### src/common/pwr_pkg.sv
package pwr_pkg;

  // ---------------------------------------------------------------
  // Register offsets and fields
  // ---------------------------------------------------------------
  localparam logic [3:0] ADDR_POWER_CONTROL = 4'h0;
  localparam logic [3:0] ADDR_AUX_CONTROL = 4'h1;
  localparam logic [3:0] ADDR_CONFIG = 4'h2;
  localparam logic [3:0] ADDR_IRQ_ENABLE = 4'h3;
  localparam logic [3:0] ADDR_IRQ_PRIORITY = 4'h4;
  localparam logic [3:0] ADDR_STATUS = 4'h5;

  // Power control register fields
  localparam int POWER_CONTROL_REG_IDLE_BIT = 0;
  localparam int POWER_CONTROL_REG_PD_BIT = 1;
  localparam int POWER_CONTROL_REG_POF_BIT = 4;
  localparam int POWER_CONTROL_REG_BOF_BIT = 5;
  // Auxiliary control register fields
  localparam int AUX_BOI_BIT = 5;
  localparam int AUX_BOD_BIT = 6;
  // Configuration register fields
  localparam int CFG_WATCHDOG_ENABLE_CFG_BIT = 0;
  localparam int CFG_BOV_BIT = 1;
  localparam int CFG_RSTEN_BIT = 2;
  localparam int CFG_XTAL_BIT = 3;
  localparam int CFG_ADC_RC_BIT = 4;
  // Wake source index within enable and priority registers
  localparam int SRC_EXT0 = 0;
  localparam int SRC_EXT1 = 1;
  localparam int SRC_KBD = 2;
  localparam int SRC_CMP1 = 3;
  localparam int SRC_CMP2 = 4;
  localparam int SRC_WDT = 5;
  localparam int SRC_BO = 6;
  localparam int SRC_ADC = 7;

  localparam logic [7:0] POWER_CONTROL_REG_RESET = 8'h00;
  localparam logic [7:0] AUX_RESET = 8'h00;
  localparam logic [7:0] CFG_RESET = 8'h00;

  // ---------------------------------------------------------------
  // Oscillator settle counts
  // ---------------------------------------------------------------
  localparam int XTAL_SETTLE_CLKS = 1024;
  localparam int RC_SETTLE_CLKS = 256;
  localparam int SETTLE_W = 11;

  typedef enum logic [1:0] {
    ST_RUN,
    ST_IDLE,
    ST_PDOWN,
    ST_SETTLE
  } pmode_e;

  typedef struct packed {
    logic ext0;
    logic ext1;
    logic kbd;
    logic cmp1;
    logic cmp2;
    logic wdt_irq;
    logic adc;
  } wake_src_s;

  typedef struct packed {
    logic kbd_ready;
    logic cmp1_ready;
    logic cmp2_ready;
    logic adc_ready;
  } src_setup_s;

endpackage

### src/verilog/power_mode_wakeup_control.sv
// Decided for this implementation: the register addresses and the plain strobed port.
`timescale 1ns/1ps
`default_nettype none
// Overview of operation
// - Brownout detector off while disable bit set
// - Power-up sets power-on flag until cleared
// - Idle request halts CPU, peripherals keep running
// - Idle ends on enabled interrupt or reset
// - Power-down request stops main oscillator
// - Power down exits on reset or priority wake
// - Watchdog keeps counting and may reset in power down
// - Brownout reset acts immediately, also in power down
// - Enabled brownout interrupt wakes from power down
// - Wake restarts oscillator, waits 1024 or 256 clocks
// - Detector, watchdog, comparators, converter run in power down
// - External wake needs enable; keyboard, comparator wake need setup and enable
// - Watchdog reset or interrupt wake per enable bit
// - Brownout wake needs disable clear, select chooses kind
// - Reset pin wakes only when function enabled
// - Converter wakes only with RC clock, setup, enable
// - Brownout resets by default, interrupt when selected
// - Brownout interrupt once on falling crossing
// - Brownout sets sticky flag until software clears
module power_mode_wakeup_control (
  input wire logic CLK,
  input wire logic RST_N,
  input wire logic [3:0] ADDR,
  input wire logic [7:0] WDATA,
  input wire logic WR,
  input wire logic RD,
  output logic [7:0] RDATA,
  input wire logic POWER_UP_DETECT,
  input wire logic BROWNOUT_LOW,
  input wire logic EXT_RESET_N,
  input wire logic WDT_OVERFLOW,
  input wire logic GLOBAL_IRQ_EN,
  input wire logic [1:0] ACTIVE_PRIORITY,
  input wire logic ACTIVE_VALID,
  input wire pwr_pkg::wake_src_s WAKE_SRC,
  input wire pwr_pkg::src_setup_s SRC_SETUP,
  output logic CPU_HALT,
  output logic OSC_RUN,
  output logic PERIPH_CLK_EN,
  output logic BROWNOUT_EN,
  output logic BROWNOUT_IRQ,
  output logic SYS_RESET,
  output logic WAKE_RESUME
);

  // ---------------------------------------------------------------
  // Register state
  // ---------------------------------------------------------------
  logic [7:0] power_control_reg_q;
  logic [7:0] power_control_reg_d;
  logic [7:0] aux_q;
  logic [7:0] cfg_q;
  logic [7:0] ien_q;
  logic [7:0] ipr_q;
  pwr_pkg::pmode_e mode_q;
  pwr_pkg::pmode_e mode_d;
  logic [pwr_pkg::SETTLE_W-1:0] settle_q;
  logic [pwr_pkg::SETTLE_W-1:0] settle_d;
  logic bo_low_q;
  logic [7:0] rdata_d;

  // ---------------------------------------------------------------
  // Decode
  // ---------------------------------------------------------------
  wire wr_power_control_reg = WR && (ADDR == pwr_pkg::ADDR_POWER_CONTROL);
  wire wr_aux = WR && (ADDR == pwr_pkg::ADDR_AUX_CONTROL);
  wire wr_cfg = WR && (ADDR == pwr_pkg::ADDR_CONFIG);
  wire wr_ien = WR && (ADDR == pwr_pkg::ADDR_IRQ_ENABLE);
  wire wr_ipr = WR && (ADDR == pwr_pkg::ADDR_IRQ_PRIORITY);

  wire bo_disable = aux_q[pwr_pkg::AUX_BOD_BIT];
  wire bo_irq_sel = aux_q[pwr_pkg::AUX_BOI_BIT];
  wire wdt_en_cfg = cfg_q[pwr_pkg::CFG_WATCHDOG_ENABLE_CFG_BIT];
  wire rst_pin_en = cfg_q[pwr_pkg::CFG_RSTEN_BIT];
  wire xtal_cfg = cfg_q[pwr_pkg::CFG_XTAL_BIT];
  wire adc_rc_clock_select = cfg_q[pwr_pkg::CFG_ADC_RC_BIT];

  // Source may request service: enabled, globally enabled, priority above active
  function automatic logic qualify(input logic req, input int idx);
    qualify = req && ien_q[idx] && GLOBAL_IRQ_EN &&
      (!ACTIVE_VALID || (ipr_q[idx] && ACTIVE_PRIORITY == 2'h0));
  endfunction

  // ---------------------------------------------------------------
  // Brownout detection
  // ---------------------------------------------------------------
  wire bo_active = BROWNOUT_LOW && !bo_disable;
  wire bo_fall = bo_active && !bo_low_q;
  wire bo_reset = bo_active && !bo_irq_sel;
  wire bo_irq_evt = bo_fall && bo_irq_sel;

  // ---------------------------------------------------------------
  // Reset sources
  // ---------------------------------------------------------------
  wire wdt_reset = WDT_OVERFLOW && wdt_en_cfg;
  wire pin_reset = !EXT_RESET_N && rst_pin_en;
  wire any_reset = bo_reset || wdt_reset || pin_reset || POWER_UP_DETECT;

  // ---------------------------------------------------------------
  // Interrupt wake qualification
  // ---------------------------------------------------------------
  wire w_ext = qualify(WAKE_SRC.ext0, pwr_pkg::SRC_EXT0) ||
    qualify(WAKE_SRC.ext1, pwr_pkg::SRC_EXT1);
  wire w_kbd = SRC_SETUP.kbd_ready && qualify(WAKE_SRC.kbd, pwr_pkg::SRC_KBD);
  wire w_cmp = (SRC_SETUP.cmp1_ready && qualify(WAKE_SRC.cmp1, pwr_pkg::SRC_CMP1)) ||
    (SRC_SETUP.cmp2_ready && qualify(WAKE_SRC.cmp2, pwr_pkg::SRC_CMP2));
  wire w_wdt = !wdt_en_cfg && qualify(WAKE_SRC.wdt_irq, pwr_pkg::SRC_WDT);
  wire w_bo = qualify(bo_irq_evt, pwr_pkg::SRC_BO);
  wire w_adc = adc_rc_clock_select && SRC_SETUP.adc_ready &&
    qualify(WAKE_SRC.adc, pwr_pkg::SRC_ADC);
  wire irq_wake = w_ext || w_kbd || w_cmp || w_wdt || w_bo || w_adc;

  // Idle ends on any enabled interrupt, no priority check needed
  wire idle_wake = GLOBAL_IRQ_EN && ((|(ien_q & {WAKE_SRC.adc, bo_irq_evt, WAKE_SRC.wdt_irq,
    WAKE_SRC.cmp2, WAKE_SRC.cmp1, WAKE_SRC.kbd, WAKE_SRC.ext1, WAKE_SRC.ext0})));

  wire [pwr_pkg::SETTLE_W-1:0] settle_len = xtal_cfg ?
    pwr_pkg::SETTLE_W'(pwr_pkg::XTAL_SETTLE_CLKS - 1) :
    pwr_pkg::SETTLE_W'(pwr_pkg::RC_SETTLE_CLKS - 1);

  // ---------------------------------------------------------------
  // Mode sequencer
  // ---------------------------------------------------------------
  always_comb begin
    mode_d = mode_q;
    settle_d = settle_q;
    power_control_reg_d = power_control_reg_q;
    if (wr_power_control_reg) begin
      power_control_reg_d[pwr_pkg::POWER_CONTROL_REG_IDLE_BIT] = WDATA[pwr_pkg::POWER_CONTROL_REG_IDLE_BIT];
      power_control_reg_d[pwr_pkg::POWER_CONTROL_REG_PD_BIT] = WDATA[pwr_pkg::POWER_CONTROL_REG_PD_BIT];
      power_control_reg_d[pwr_pkg::POWER_CONTROL_REG_POF_BIT] = power_control_reg_q[pwr_pkg::POWER_CONTROL_REG_POF_BIT] &
        WDATA[pwr_pkg::POWER_CONTROL_REG_POF_BIT];
      power_control_reg_d[pwr_pkg::POWER_CONTROL_REG_BOF_BIT] = power_control_reg_q[pwr_pkg::POWER_CONTROL_REG_BOF_BIT] &
        WDATA[pwr_pkg::POWER_CONTROL_REG_BOF_BIT];
    end
    if (POWER_UP_DETECT) begin
      power_control_reg_d[pwr_pkg::POWER_CONTROL_REG_POF_BIT] = 1'b1;
    end
    if (bo_fall) begin
      power_control_reg_d[pwr_pkg::POWER_CONTROL_REG_BOF_BIT] = 1'b1;
    end
    unique case (mode_q)
      pwr_pkg::ST_RUN: begin
        if (wr_power_control_reg && WDATA[pwr_pkg::POWER_CONTROL_REG_PD_BIT]) begin
          mode_d = pwr_pkg::ST_PDOWN;
        end else if (wr_power_control_reg && WDATA[pwr_pkg::POWER_CONTROL_REG_IDLE_BIT]) begin
          mode_d = pwr_pkg::ST_IDLE;
        end
      end
      pwr_pkg::ST_IDLE: begin
        if (idle_wake) begin
          mode_d = pwr_pkg::ST_RUN;
          power_control_reg_d[pwr_pkg::POWER_CONTROL_REG_IDLE_BIT] = 1'b0;
        end
      end
      pwr_pkg::ST_PDOWN: begin
        if (irq_wake) begin
          mode_d = pwr_pkg::ST_SETTLE;
          settle_d = settle_len;
          power_control_reg_d[pwr_pkg::POWER_CONTROL_REG_PD_BIT] = 1'b0;
        end
      end
      pwr_pkg::ST_SETTLE: begin
        if (settle_q == '0) begin
          mode_d = pwr_pkg::ST_RUN;
        end else begin
          settle_d = settle_q - 1'b1;
        end
      end
    endcase
    if (any_reset) begin
      mode_d = pwr_pkg::ST_RUN;
      settle_d = '0;
      power_control_reg_d[pwr_pkg::POWER_CONTROL_REG_IDLE_BIT] = 1'b0;
      power_control_reg_d[pwr_pkg::POWER_CONTROL_REG_PD_BIT] = 1'b0;
    end
  end

  // ---------------------------------------------------------------
  // Read mux
  // ---------------------------------------------------------------
  always_comb begin
    rdata_d = 8'h00;
    if (RD) begin
      unique case (ADDR)
        pwr_pkg::ADDR_POWER_CONTROL: rdata_d = power_control_reg_q;
        pwr_pkg::ADDR_AUX_CONTROL: rdata_d = aux_q;
        pwr_pkg::ADDR_CONFIG: rdata_d = cfg_q;
        pwr_pkg::ADDR_IRQ_ENABLE: rdata_d = ien_q;
        pwr_pkg::ADDR_IRQ_PRIORITY: rdata_d = ipr_q;
        pwr_pkg::ADDR_STATUS: rdata_d = {4'h0, bo_low_q, 1'b0, mode_q};
        default: rdata_d = 8'h00;
      endcase
    end
  end

  // ---------------------------------------------------------------
  // Registers
  // ---------------------------------------------------------------
  always_ff @(posedge CLK) begin
    if (!RST_N) begin
      power_control_reg_q <= pwr_pkg::POWER_CONTROL_REG_RESET;
      mode_q <= pwr_pkg::ST_RUN;
      settle_q <= '0;
      bo_low_q <= 1'b0;
      RDATA <= 8'h00;
    end else begin
      power_control_reg_q <= power_control_reg_d;
      mode_q <= mode_d;
      settle_q <= settle_d;
      bo_low_q <= bo_active;
      RDATA <= rdata_d;
    end
  end

  always_ff @(posedge CLK) begin
    if (!RST_N) begin
      aux_q <= pwr_pkg::AUX_RESET;
      cfg_q <= pwr_pkg::CFG_RESET;
      ien_q <= 8'h00;
      ipr_q <= 8'h00;
    end else begin
      if (wr_aux) aux_q <= WDATA & 8'h60;
      if (wr_cfg) cfg_q <= WDATA & 8'h1f;
      if (wr_ien) ien_q <= WDATA;
      if (wr_ipr) ipr_q <= WDATA;
    end
  end

  // ---------------------------------------------------------------
  // Outputs
  // ---------------------------------------------------------------
  always_ff @(posedge CLK) begin
    if (!RST_N) begin
      CPU_HALT <= 1'b0;
      OSC_RUN <= 1'b1;
      PERIPH_CLK_EN <= 1'b1;
      BROWNOUT_EN <= 1'b1;
      BROWNOUT_IRQ <= 1'b0;
      SYS_RESET <= 1'b0;
      WAKE_RESUME <= 1'b0;
    end else begin
      CPU_HALT <= mode_d != pwr_pkg::ST_RUN;
      OSC_RUN <= mode_d != pwr_pkg::ST_PDOWN;
      PERIPH_CLK_EN <= mode_d != pwr_pkg::ST_PDOWN;
      BROWNOUT_EN <= !bo_disable;
      BROWNOUT_IRQ <= bo_irq_evt;
      SYS_RESET <= any_reset;
      WAKE_RESUME <= (mode_q == pwr_pkg::ST_SETTLE) && (mode_d == pwr_pkg::ST_RUN);
    end
  end

endmodule // power_mode_wakeup_control
`default_nettype wire
### config.mk
export PLATFORM = sky130hd
export DESIGN_NAME = power_mode_wakeup_control
export DESIGN_NICKNAME = d
export VERILOG_FILES = /design/src/common/pwr_pkg.sv /design/src/verilog/power_mode_wakeup_control.sv
export SDC_FILE = /design/constraint.sdc
export NUM_CORES = 1
export LEC_CHECK = 0
export BUFFER_PORTS_ARGS = -buffer_cell sky130_fd_sc_hd__clkbuf_2
export CELL_PAD_IN_SITES_DETAIL_PLACEMENT = 1
export CELL_PAD_IN_SITES_GLOBAL_PLACEMENT = 1
export CORE_ASPECT_RATIO = 1.75
export CORE_MARGIN = 3
export CORE_UTILIZATION = 41
export DETAILED_ROUTE_END_ITERATION = 6
export PLACE_DENSITY_LB_ADDON = 0.2
export SETUP_SLACK_MARGIN = 0.1
export SYNTH_ARGS = -nofsm -noshare
export SYNTH_HDL_FRONTEND = slang
export SYNTH_SLANG_ARGS = --single-unit
### constraint.sdc
create_clock -name CLK -period 2.7 [get_ports CLK]
set_input_delay 0.27 -clock CLK [delete_from_list [all_inputs] [get_ports CLK]]
set_output_delay 0.27 -clock CLK [all_outputs]
set_load 0.005 [all_outputs]
==> results.md, run 1 <==
| Parameter | Value | Unit |
|:---|:---|:---|
| Status | complete, no violations | - |
| Die Height | 112 | µm |
| Leading register cell type out of synthesis | sky130_fd_sc_hd__dfxtp_1 | - |
| Die area | 7460 | µm² |
| Grt total ovfl | 0 | - |
| Unique masters post-synth | 56 | - |
| Via density per instance | 5.74 | - |
| DRC violation count after routing | 0 | - |
| Actual transition at the worst max-transition pin | 0.637 | ns |
| Delay of the slowest cell on the worst path | 0.50 | ns |
| Total of flip-flops plus latches after synthesis | 55 | - |
| Setup repair after global routing missed its margin | no | - |
| Commonest non-fill, non-tap cell in the layout | sky130_fd_sc_hd__dfxtp_1 | - |
| Antenna viol nets, final | 0 | - |
| Post-synthesis to final-layout area growth | 14.6 | % |
| Vias in the first global route | 2,597 | - |
| Power density over the cells | 461 | nW/µm² |
| Mean instance size in the synthesized netlist | 8.61 | µm² |
| Multi-input gate area in the final layout | 1430 | µm² |
| I/O pin total | 50 | - |
| Initial core utilization | 42.3 | % |
| Max VDD drop | 0.384 | mV |
| Count of TritonRoute iterations in the first routing pass | 5 | - |
| X dimension of the die | 66.6 | µm |
| Global-route wire length before repair | 13,200 | µm |
| CTS sink count | 55 | - |
| Synth Instances | 306 | - |
| Setup violations, final | 0 | - |
| Kind of launch point of the worst setup path | flop | - |
| Overall routing resource usage | 23.5 | % |
| Number of buffers inserted during clock tree synthesis | 5 | - |
| Setup TNS | 0 | ns |
| Post-Route WL | 8270 | µm |
| Violation count after the first detailed-route iteration | 163 | - |
| Maximum number of buffers from clock root to sink | 2 | - |
| Number of fillers in the final layout | 789 | - |
| Final weighted congestion in routability-driven placement | 0.906 | - |
| Highest attainable clock frequency | 0.449 | GHz |
| H-Tree Level Count | 2 | - |
| Antenna fix cells | 0 | - |
| Cells traversed along the worst timing path | inv_1, ha_1, nor3b_1, a31oi_2, or3_1, a221o_1 | - |
| Wire length per cell after detailed routing | 19.2 | µm |
| Clock skew after layout | 0.0135 | ns |
| Max-slew violation count | 0 | - |
| Commonest non-fill, non-tap cells in the layout | sky130_fd_sc_hd__dfxtp_1 (55), sky130_fd_sc_hd__clkbuf_2 (49), sky130_fd_sc_hd__nor2_1 (37) | - |
| Clock latency of the later-clocked register in the worst-skew pair | 0.32 | ns |
| Count of vias placed by the detailed router | 2,476 | - |
| Post-placement setup slack | 0.476 | ns |
| Cell area after technology mapping | 2640 | µm² |
| Half-perimeter wire length after detailed placement | 6460 | µm |
| Shortest clock period the worst path allows after layout | 2.23 | ns |
| Min setup slack post-route | 0.473 | ns |
| Reg clk slew, reported paths | 0.10 | ns |
| Layout cell share with drive strength beyond 1 | 21.7 | % |
| Slowest cell on the critical path | sky130_fd_sc_hd__nor3b_1 | - |
| Final hold violations | 0 | - |
| CTS Hold Buffers Added | 0 | - |
| Buffer count from post-CTS setup fixing | 0 | - |
| Synth warn | 0 | - |
| Initial antenna violation count | 0 | - |
| TritonCTS clock tree | done | - |
| Fraction of registers with async set/reset | 0 | % |
| Clk Tree Root Cell | sky130_fd_sc_hd__clkbuf_8 | - |
| Rows | 38 | - |
| Highest fanout seen on the critical path | 10 | - |
| Placeable Area | 6230 | µm² |
| Worst path buffer plus inverter count | 1 | - |
| Share of the yosys chip area belonging to registers | 41.8 | % |
| Count of cells resized by post-cts repair | 0 | - |
| Pin count of the biggest net entering global routing | 29 | - |
| PortBufs | 49 | - |
| Share of the clock period used by the worst path | 82.5 | % |
| Post-Synthesis Net Count | 342 | - |
| Worst setup path category | reg2reg | - |
| Worst EP arrival | 2.44 | ns |
| Layout net count | 386 | - |
| Top Family by Delay on Critical Path | simple AND/OR/NAND/NOR gates | - |
| Combined flip-flop and latch cell area | 1100 | µm² |
| Worst Path Required | 2.92 | ns |
| Number of enable-type register cells in the synthesized netlist | 0 | - |
| Hold crit path type | in2reg | - |
| Critical path capture point type | flop | - |
| Static power due to leakage | 1.16 | nW |
| Number of maximum-capacitance violations | 0 | - |
| Max_slew headroom | 57.4 | % |
-- power by group --
| part | switching, W | internal [W] | total (W) | leakage, nW |
|---|---|---|---|---|
| Clock | 0.000267 | 0.000183 | 0.000450 | 0.0422 |
| Sequential | 0.00000748 | 0.000820 | 0.000827 | 0.445 |
| Combinational | 0.0000749 | 0.0000397 | 0.000115 | 0.674 |
| Total | 0.000349 | 0.00104 | 0.00139 | 1.16 |
-- stage by stage --
step	cell area, µm²	cells	power, W	util, %	hold slack [ns]
after floorplan	2640	306	0.000898	-	0.339
after CTS	3020	431	0.00141	48.5	0.194
after global placement	2940	423	0.000958	47.2	0.417
after detailed placement	2940	423	0.000960	47.2	0.413
after global routing	3020	431	0.00145	48.5	0.208
final	3020	431	0.00139	48.5	0.202
-- logic make-up after synthesis --
family / count (synthesis) / share of synthesized area (%)
buffers and inverters: 25 / 4.13
and+or+nand+nor: 141 / 27.6
muxes: 15 / 5.70
xor gates and xnor gates: 6 / 1.99
adders and majority gates: 1 / 0.475
DFF: 55 / 41.8
AOI/OAI and AO/OA: 63 / 18.3
-- cells in the mapped netlist, drive strengths merged, types with 4 or more instances --
cell	instances	area, µm²
nand4	7	56.3
nor2	38	150
nand2b	5	31.3
nor3	11	60.1
buf	6	37.5
nand3	25	125
nand2	34	128
xor2	4	35.0
a21oi	25	125
inv	10	37.5
dfxtp	55	1100
o21ai	9	45.0
nor2b	4	25.0
a211oi	5	47.5
clkbuf	9	33.8
mux2i	15	150
-- layout make-up --
class                   instances  area share (%)
clock buffers                   7            2.53
multi-input cells             226            47.4
clock inverters                 1           0.166
flip-flops and latches         55            36.5
inverters                      10            1.24
well taps                      80            3.32
repair buffers                 52            8.87
-- tightest hold or removal path, cell delays in order --
cell	delay, ns
sky130_fd_sc_hd__clkbuf_2	0.10
sky130_fd_sc_hd__nand3_1	0.06
sky130_fd_sc_hd__a21oi_1	0.05
-- metal layers --
| metal | global-route usage [%] | up-vias | share of wire, % |
|---|---|---|---|
| li1 | - | 1185 | - |
| met1 | 24.9 | 1210 | 37 |
| met3 | 4.30 | 19 | 4.3 |
| met2 | 42.9 | 62 | 56 |
| met4 | 11.0 | 0 | 3.6 |
| met5 | 0 | - | 0 |
-- flip-flops by register name (all words and copies together) (netlist names) --
signal,cells
BROWNOUT_IRQ,1
ipr_q,8
ien_q,8
power_control_reg_q,4
CPU_HALT,1
aux_q,2
cfg_q,5
bo_low_q,1
BROWNOUT_EN,1
settle_q,11
PERIPH_CLK_EN,1
WAKE_RESUME,1
RDATA,8
SYS_RESET,1
mode_q,2
-- path summary, 6_finish.rpt --
kind / cells past startpoint / to / slack [ns] / start
setup / recovery: 6 / settle_q[9] / 0.47 / settle_q[0]
hold / removal: 3 / ien_q[6] / 0.20 / WDATA[6]
setup reg to reg: 6 / settle_q[9] / 0.47 / settle_q[0]
hold reg to reg: 1 / BROWNOUT_EN / 0.43 / aux_q[6]
No activity file was read; power rests on OpenSTA's default activity.
==> run 2, diff against run 1 <==
Settings changed: ABC_AREA set to 1, CORE_UTILIZATION 41 to 39.
Clock period 2.7 ns to 2.3 ns, I/O delays scaled along.
==> run 2 against run 1 <==
Effect of this change: clock power grew 74%; routed wire length grew 4.0%; largest cell class unchanged; worst hold slack lost 0.012 ns; register-to-register slack gained 0.06 ns; final cell count grew 19%; final area grew 4.7%; critical endpoint is now CPU_HALT.
==> results.md, run 2 <==
| Parameter | Value | Unit | Change |
|:---|:---|:---|:---|
| Share of the clock period used by the worst path | 76.8 | % | -5.7 points |
| Global-route wire length before repair | 13,800 | µm | +4.5% |
| Post-Synthesis Net Count | 417 | - | +22% |
| Grt total ovfl | 0 | - | unchanged |
| Logic gate share of total power | 7.8 | % | -0.4 points |
| Leading register cell type out of synthesis | sky130_fd_sc_hd__dfxtp_1 | - |  |
| Worst Hold Margin | 0.189 | ns | -0.0123 ns |
| Final weighted congestion in routability-driven placement | 0.855 | - | -5.7% |
| H-Tree Level Count | 2 | - | unchanged |
| Initial core utilization | 40.8 | % | -1.5 points |
| Share of the yosys chip area belonging to registers | 40.7 | % | -1.1 points |
| Sw Share | 23.9 | % | -1.2 points |
| Post-Route WL | 8590 | µm | +4.0% |
| Buffer count from post-CTS setup fixing | 0 | - | unchanged |
| Worst Path Required | 2.49 | ns | -0.43 ns |
| Count of TritonRoute iterations in the first routing pass | 4 | - | -1 |
| Max_slew headroom | 57.8 | % | +0.40 points |
| Worst setup path category | reg2reg | - |  |
| Hold crit path type | in2reg | - |  |
| Antenna fix cells | 0 | - | unchanged |
| Post-synthesis to final-layout area growth | 16.8 | % |  |
| Register name with the most flops | settle_q | - |  |
| Combined flip-flop and latch cell area | 1100 | µm² | unchanged |
| Maximum number of buffers from clock root to sink | 2 | - | unchanged |
| Violation count after the first detailed-route iteration | 109 | - | -33% |
| Power density over the cells | 602 | nW/µm² | +31% |
| Cell area after technology mapping | 2710 | µm² | +2.7% |
| Actual transition at the worst max-transition pin | 0.632 | ns | -0.00513 ns |
| Multi-input gate area in the final layout | 1370 | µm² | -4.5% |
| Pin count of the biggest net entering global routing | 19 | - | -34% |
| Power Internal | 0.00145 | W | +39% |
| I/O pin total | 50 | - | unchanged |
| DRC violation count after routing | 0 | - | unchanged |
| Setup TNS | 0 | ns | unchanged |
| CTS Hold Buffers Added | 0 | - | unchanged |
| Most frequently used cell type in the post-synthesis netlist | sky130_fd_sc_hd__nand2_1 | - |  |
| Die Height | 116 | µm | +3.7% |
| Setup repair after global routing missed its margin | no | - |  |
| Shortest clock period the worst path allows after layout | 1.77 | ns | -0.461 ns |
| Clock skew after layout | 0.00326 | ns | -0.0103 ns |
| Max VDD drop | 0.448 | mV | +17% |
| Commonest non-fill, non-tap cells in the layout | sky130_fd_sc_hd__nand2_1 (86), sky130_fd_sc_hd__dfxtp_1 (55), sky130_fd_sc_hd__clkbuf_2 (49) | - |  |
| Clock power share | 41.1 | % | +8.8 points |
| Setup violations, final | 0 | - | unchanged |
| Die area | 8010 | µm² | +7.4% |
| Synth Instances | 381 | - | +25% |
| Layout cell share with drive strength beyond 1 | 20.0 | % | -1.7 points |
| Cell type with the largest total area after synthesis | sky130_fd_sc_hd__dfxtp_1 | - |  |
| X dimension of the die | 69.0 | µm | +3.6% |
| Count of vias placed by the detailed router | 2,686 | - | +8.5% |
| Fraction of synthesized cell area taken by the top area cell type | 40.7 | % | -1.1 points |
| Layout net count | 465 | - | +20% |
| Half-perimeter wire length after detailed placement | 7040 | µm | +9.0% |
| Fraction of registers with async set/reset | 0 | % | unchanged |
| Highest fanout seen on the critical path | 9 | - | -1 |
| Initial antenna violation count | 0 | - | unchanged |
| Unique masters post-synth | 36 | - | -36% |
| Synth warn | 0 | - | unchanged |
| Highest attainable clock frequency | 0.566 | GHz | +26% |
| Critical path capture point type | flop | - |  |
| Clk Tree Root Cell | sky130_fd_sc_hd__clkbuf_16 | - |  |
| Count of cells resized by post-cts repair | 0 | - | unchanged |
| Kind of launch point of the worst setup path | flop | - |  |
| Origin of the worst setup path | settle_q[0] | - |  |
| PortBufs | 49 | - | unchanged |
| Overall routing resource usage | 23.5 | % | +0.025 points |
| Most numerous cell types in the synthesized netlist | sky130_fd_sc_hd__nand2_1 (86), sky130_fd_sc_hd__dfxtp_1 (55), sky130_fd_sc_hd__inv_1 (41), sky130_fd_sc_hd__nor2_1 (40), sky130_fd_sc_hd__a21oi_1 (36) | - |  |
| Wire length per cell after detailed routing | 16.8 | µm | -12% |
| Clock latency of the later-clocked register in the worst-skew pair | 0.29 | ns | -0.03 ns |
| Number of maximum-capacitance violations | 0 | - | unchanged |
| Mean instance size in the synthesized netlist | 7.10 | µm² | -18% |
| Placeable Area | 6640 | µm² | +6.5% |
| Total of flip-flops plus latches after synthesis | 55 | - | unchanged |
| Sequential share of power | 51.1 | % | -8.3 points |
| Hold path startpoint | BROWNOUT_LOW | - |  |
| Vias in the first global route | 2,852 | - | +9.8% |
| Number of buffers inserted during clock tree synthesis | 5 | - | unchanged |
| Flip-flop count of the largest register after layout | 11 | - | unchanged |
| Static power due to leakage | 1.41 | nW | +21% |
| CTS sink count | 55 | - | unchanged |
| Net Sw Power | 0.000454 | W | +30% |
| Worst EP arrival | 1.96 | ns | -0.48 ns |
| Commonest non-fill, non-tap cell in the layout | sky130_fd_sc_hd__nand2_1 | - |  |
| Max-slew violation count | 0 | - | unchanged |
| Via density per instance | 5.25 | - | -8.7% |
| Rows | 39 | - | +2.6% |
| Number of enable-type register cells in the synthesized netlist | 0 | - | unchanged |
| Status | complete, no violations | - |  |
| Number of fillers in the final layout | 921 | - | +17% |
| Final hold violations | 0 | - | unchanged |
| Reg2reg start | settle_q[0] | - |  |
| Largest cells by area after synthesis | sky130_fd_sc_hd__dfxtp_1 (41%), sky130_fd_sc_hd__nand2_1 (12%), sky130_fd_sc_hd__a21oi_1 (6.7%) | - |  |
| TritonCTS clock tree | done | - |  |
| Antenna viol nets, final | 0 | - | unchanged |
| Reg clk slew, reported paths | 0.07 | ns | -0.03 ns |
-- run 2: changes by cell type after synthesis, moves of 8 or more --
cell and change:
sky130_fd_sc_hd__a21oi_1 +11, sky130_fd_sc_hd__inv_1 +32, sky130_fd_sc_hd__mux2i_1 -15, sky130_fd_sc_hd__nand2_1 +52, sky130_fd_sc_hd__nor3_1 -8, sky130_fd_sc_hd__o21ai_0 +17
-- run 2: per-stage QoR --
| stage | setup slack (ns) | power [W] | std cells | utilization [%] | cell area (µm²) |
|---|---|---|---|---|---|
| after global placement | 0.543 | 0.00114 | 504 | 45.4 | 3010 |
| after floorplan | 0.872 | 0.00107 | 381 | - | 2710 |
| after detailed placement | 0.518 | 0.00114 | 504 | 45.4 | 3010 |
| after global routing | 0.350 | 0.00198 | 512 | 47.6 | 3160 |
| after CTS | 0.507 | 0.00192 | 512 | 47.6 | 3160 |
| final | 0.534 | 0.00190 | 512 | 47.6 | 3160 |
-- run 2: worst max-delay path: stages, from the launching register on --
cell and delay [ns]:
sky130_fd_sc_hd__dfxtp_1 0.31, sky130_fd_sc_hd__inv_1 0.13, sky130_fd_sc_hd__ha_1 0.23, sky130_fd_sc_hd__inv_1 0.08, sky130_fd_sc_hd__nor2_2 0.14, sky130_fd_sc_hd__nand2_2 0.10, sky130_fd_sc_hd__nand2_4 0.15, sky130_fd_sc_hd__inv_6 0.07
sky130_fd_sc_hd__a21oi_1 0.14, sky130_fd_sc_hd__nand3_1 0.13, sky130_fd_sc_hd__nand2_1 0.11, sky130_fd_sc_hd__nand2_1 0.06
-- run 2: layout make-up --
cell class / instances / area share (%)
Multi-Input combinational cell: 269 / 43.3
Sequential cell: 55 / 34.8
Timing Repair Buffer: 50 / 7.99
Clock inverter: 1 / 0.277
Clock buffer: 7 / 4.51
Inverter: 48 / 5.90
Tap cell: 82 / 3.24
-- run 2: cells by family after synthesis --
| group | count (synthesis) | share of synthesized area [%] |
|---|---|---|
| AND/OR/NAND/NOR | 188 | 33.3 |
| AO/OA/AOI/OAI | 77 | 15.8 |
| buffers and inverters | 57 | 8.78 |
| flip-flops | 55 | 40.7 |
| XOR/XNOR | 3 | 0.971 |
| adder cells (fa/ha/maj) | 1 | 0.462 |
-- run 2: worst paths after layout --
check	cells past startpoint	end	slack (ns)
hold reg to reg	1	BROWNOUT_EN	0.40
hold / removal	3	bo_low_q	0.19
setup / recovery	11	CPU_HALT	0.53
setup reg to reg	11	CPU_HALT	0.53
-- run 2: per-layer routing --
metal | vias up | global-route usage [%] | wire length, µm
li1 | 1335 | - | -
met1 | 1270 | 22.0 | 2900
met2 | 55 | 46.1 | 5000
met4 | 0 | 12.5 | 402
met3 | 26 | 3.27 | 289
met5 | - | 0 | 0
-- run 2: power groups by stage --
stage	logic [W]	registers (W)	clock network [W]
2_1_floorplan	0.0000758	0.000993	0
3_3_place_gp	0.000145	0.000995	0
3_5_place_dp	0.000148	0.000996	0
4_1_cts	0.000149	0.000973	0.000801
5_1_grt	0.000164	0.000974	0.000838
6_report	0.000148	0.000973	0.000783
==> run 3, diff against run 2 <==
Clock period 2.3 ns to 1.8 ns, I/O delays scaled along.
==> run 3 against run 2 <==
Effect of this change: first-iteration DRC count up 26%; utilization up 1.2 points; final cell count up 1.6%; clock skew about the same; final area up 2.5%; global-route usage down 0.32 points; sequential share of layout area down 0.83 points; highest routed layer unchanged; critical path depth down 1; combinational power up 31%; fmax up 14%.
==> results.md, run 3 (synthesis gave the netlist of run 2 again) <==
| Parameter | Value | Unit | Change |
|:---|:---|:---|:---|
| TritonCTS clock tree | done | - |  |
| Final hold violations | 0 | - | unchanged |
| Sequential share of power | 50.6 | % | -0.5 points |
| Register-to-Register Setup Slack | 0.26 | ns | -0.28 ns |
| Placeable Area | 6640 | µm² | unchanged |
| Max VDD drop | 0.567 | mV | +27% |
| Overall routing resource usage | 23.2 | % | -0.32 points |
| Power density over the cells | 759 | nW/µm² | +26% |
| Via density per instance | 5.25 | - | about the same |
| Global-route wire length before repair | 13,600 | µm | -1.7% |
| Worst setup path category | reg2reg | - |  |
| Initial core utilization | 40.8 | % | unchanged |
| PortBufs | 49 | - | unchanged |
| Design Area, Final | 3240 | µm² | +2.5% |
| Instance area at placement | 3060 | µm² | +1.5% |
| Hold Path Sink | bo_low_q | - |  |
| Worst Path Required | 1.99 | ns | -0.50 ns |
| Antenna viol nets, final | 0 | - | unchanged |
| Status | complete, no violations | - |  |
| Worst flop-to-flop path endpoint | settle_q[9] | - |  |
| Setup violations, final | 0 | - | unchanged |
| Number of maximum-capacitance violations | 0 | - | unchanged |
| CTS sink count | 55 | - | unchanged |
| Count of vias placed by the detailed router | 2,730 | - | +1.6% |
| Register name with the most flops | settle_q | - |  |
| H-Tree Level Count | 2 | - | unchanged |
| Actual transition at the worst max-transition pin | 0.442 | ns | -0.190 ns |
| Die area | 8010 | µm² | unchanged |
| Kind of launch point of the worst setup path | flop | - |  |
| Layout cell share with drive strength beyond 1 | 21.7 | % | +1.7 points |
| Flip-flop count of the largest register after layout | 11 | - | unchanged |
| Commonest non-fill, non-tap cell in the layout | sky130_fd_sc_hd__nand2_1 | - |  |
| Max-slew violation count | 0 | - | unchanged |
| Hold Path Depth | 3 | - | unchanged |
| Hold crit path type | in2reg | - |  |
| Worst Hold Margin | 0.129 | ns | -0.0604 ns |
| Layout net count | 473 | - | +1.7% |
| Count of TritonRoute iterations in the first routing pass | 4 | - | unchanged |
| Critical path capture point type | flop | - |  |
| Wire length per cell after detailed routing | 16.5 | µm | -1.6% |
| Die Height | 116 | µm | unchanged |
| Highest attainable clock frequency | 0.648 | GHz | +14% |
| Rows | 39 | - | unchanged |
| # placed instances | 510 | - | +1.2% |
| Reg clk slew, reported paths | 0.07 | ns | about the same |
| Static power due to leakage | 1.45 | nW | +3.1% |
| Clock power share | 41.5 | % | +0.4 points |
| Post-Route WL | 8590 | µm | about the same |
| Clock latency of the later-clocked register in the worst-skew pair | 0.29 | ns | about the same |
| Share of the clock period used by the worst path | 85.7 | % | +9.0 points |
| Net Sw Power | 0.000564 | W | +24% |
| Final cell count without fillers | 520 | - | +1.6% |
| Logic gate share of total power | 7.9 | % | about the same |
| Commonest non-fill, non-tap cells in the layout | sky130_fd_sc_hd__nand2_1 (86), sky130_fd_sc_hd__dfxtp_1 (55), sky130_fd_sc_hd__clkbuf_2 (49) | - |  |
| Setup TNS | 0 | ns | unchanged |
| Maximum number of buffers from clock root to sink | 2 | - | unchanged |
| Vias in the first global route | 2,833 | - | -0.67% |
| Sw Share | 22.9 | % | -0.90 points |
| Initial antenna violation count | 0 | - | unchanged |
| Half-perimeter wire length after detailed placement | 7040 | µm | about the same |
| I/O pin total | 50 | - | unchanged |
| DRC violation count after routing | 0 | - | unchanged |
| Highest fanout seen on the critical path | 10 | - | +1 |
| Hold path startpoint | BROWNOUT_LOW | - |  |
| FF-to-FF path depth | 10 | - | -1 |
| Worst EP arrival | 1.74 | ns | -0.22 ns |
| Pwr Total | 0.00246 | W | +29% |
| Antenna fix cells | 0 | - | unchanged |
| Setup repair after global routing missed its margin | no | - |  |
| Power Internal | 0.00189 | W | +31% |
| X dimension of the die | 69.0 | µm | unchanged |
| CTS Hold Buffers Added | 0 | - | unchanged |
| Grt total ovfl | 0 | - | unchanged |
| Shortest clock period the worst path allows after layout | 1.54 | ns | -0.223 ns |
| Clk Tree Root Cell | sky130_fd_sc_hd__clkbuf_16 | - |  |
| Violation count after the first detailed-route iteration | 137 | - | +26% |
| Max_slew headroom | 70.5 | % | +13 points |
| Clock skew after layout | 0.00367 | ns | +0.000401 ns |
| Final weighted congestion in routability-driven placement | 0.923 | - | +8.0% |
| Reg2reg start | bo_low_q | - |  |
| Post-synthesis to final-layout area growth | 19.7 | % |  |
| Pin count of the biggest net entering global routing | 18 | - | -1 |
| Number of buffers inserted during clock tree synthesis | 5 | - | unchanged |
-- run 3: cell types whose count changed in the layout (fill, tap and decap cells not counted) --
cell	change
sky130_fd_sc_hd__buf_4	+8
sky130_fd_sc_hd__clkbuf_8	+1
sky130_fd_sc_hd__clkinv_4	-1
sky130_fd_sc_hd__ha_1	-1
sky130_fd_sc_hd__ha_4	+1
-- run 3: how the worst max path moves through the flow --
stage | start | endpoint | depth (start not counted)
2_1_floorplan | settle_q[0] | CPU_HALT | 11
3_3_place_gp | settle_q[0] | CPU_HALT | 11
3_5_place_dp | settle_q[0] | CPU_HALT | 11
4_1_cts | settle_q[0] | CPU_HALT | 11
5_1_grt | settle_q[0] | CPU_HALT | 11
6_report | bo_low_q | settle_q[9] | 10
-- run 3: critical path: stages, from the launching register on --
cell                      delay [ns]
sky130_fd_sc_hd__dfxtp_1        0.30
sky130_fd_sc_hd__inv_1          0.12
sky130_fd_sc_hd__nand3_1        0.15
sky130_fd_sc_hd__nor2_1         0.18
sky130_fd_sc_hd__nand4_1        0.17
sky130_fd_sc_hd__nand3_2        0.14
sky130_fd_sc_hd__nand2_4        0.11
sky130_fd_sc_hd__nand2_4        0.12
sky130_fd_sc_hd__nand2_1        0.06
sky130_fd_sc_hd__nand2_1        0.06
sky130_fd_sc_hd__nor2_1         0.04
-- run 3: layout make-up --
class	instances	area, µm²
repair buffers	58	313
well taps	82	103
clock buffers	8	156
inverters	48	186
multi-input cells	269	1380
fillers	916	3400
flip-flops and latches	55	1100
-- run 3: power by group through the flow --
stage | sequential (W) | combinational, W | clock, W
6_report | 0.00124 | 0.000194 | 0.00102
5_1_grt | 0.00124 | 0.000215 | 0.00108
4_1_cts | 0.00124 | 0.000195 | 0.00104
3_5_place_dp | 0.00127 | 0.000194 | 0
3_3_place_gp | 0.00127 | 0.000190 | 0
2_1_floorplan | 0.00127 | 0.0000968 | 0
-- run 3: what timing repair did --
item / in CTS / in global routing
gates resized for setup: 0 / 2
endpoints found under the setup margin: 0 / 6
hold endpoints to repair: 0 / 0
buffers inserted: 0 / 2
-- run 3: per-stage QoR --
stage	setup slack (ns)	util [%]
CTS	0.180	48.4
global route	0.106	48.8
finish	0.257	48.8
detailed placement	0.191	46.0
floorplan	0.372	-
global placement	0.256	46.0
-- run 3: routing by layer --
| layer | wire (µm) | part of all wire, % | global-route usage [%] |
|---|---|---|---|
| met5 | 0 | 0 | 0 |
| met4 | 246 | 2.9 | 10.0 |
| met3 | 237 | 2.8 | 3.27 |
| met2 | 5050 | 59 | 46.4 |
| met1 | 3050 | 36 | 21.8 |
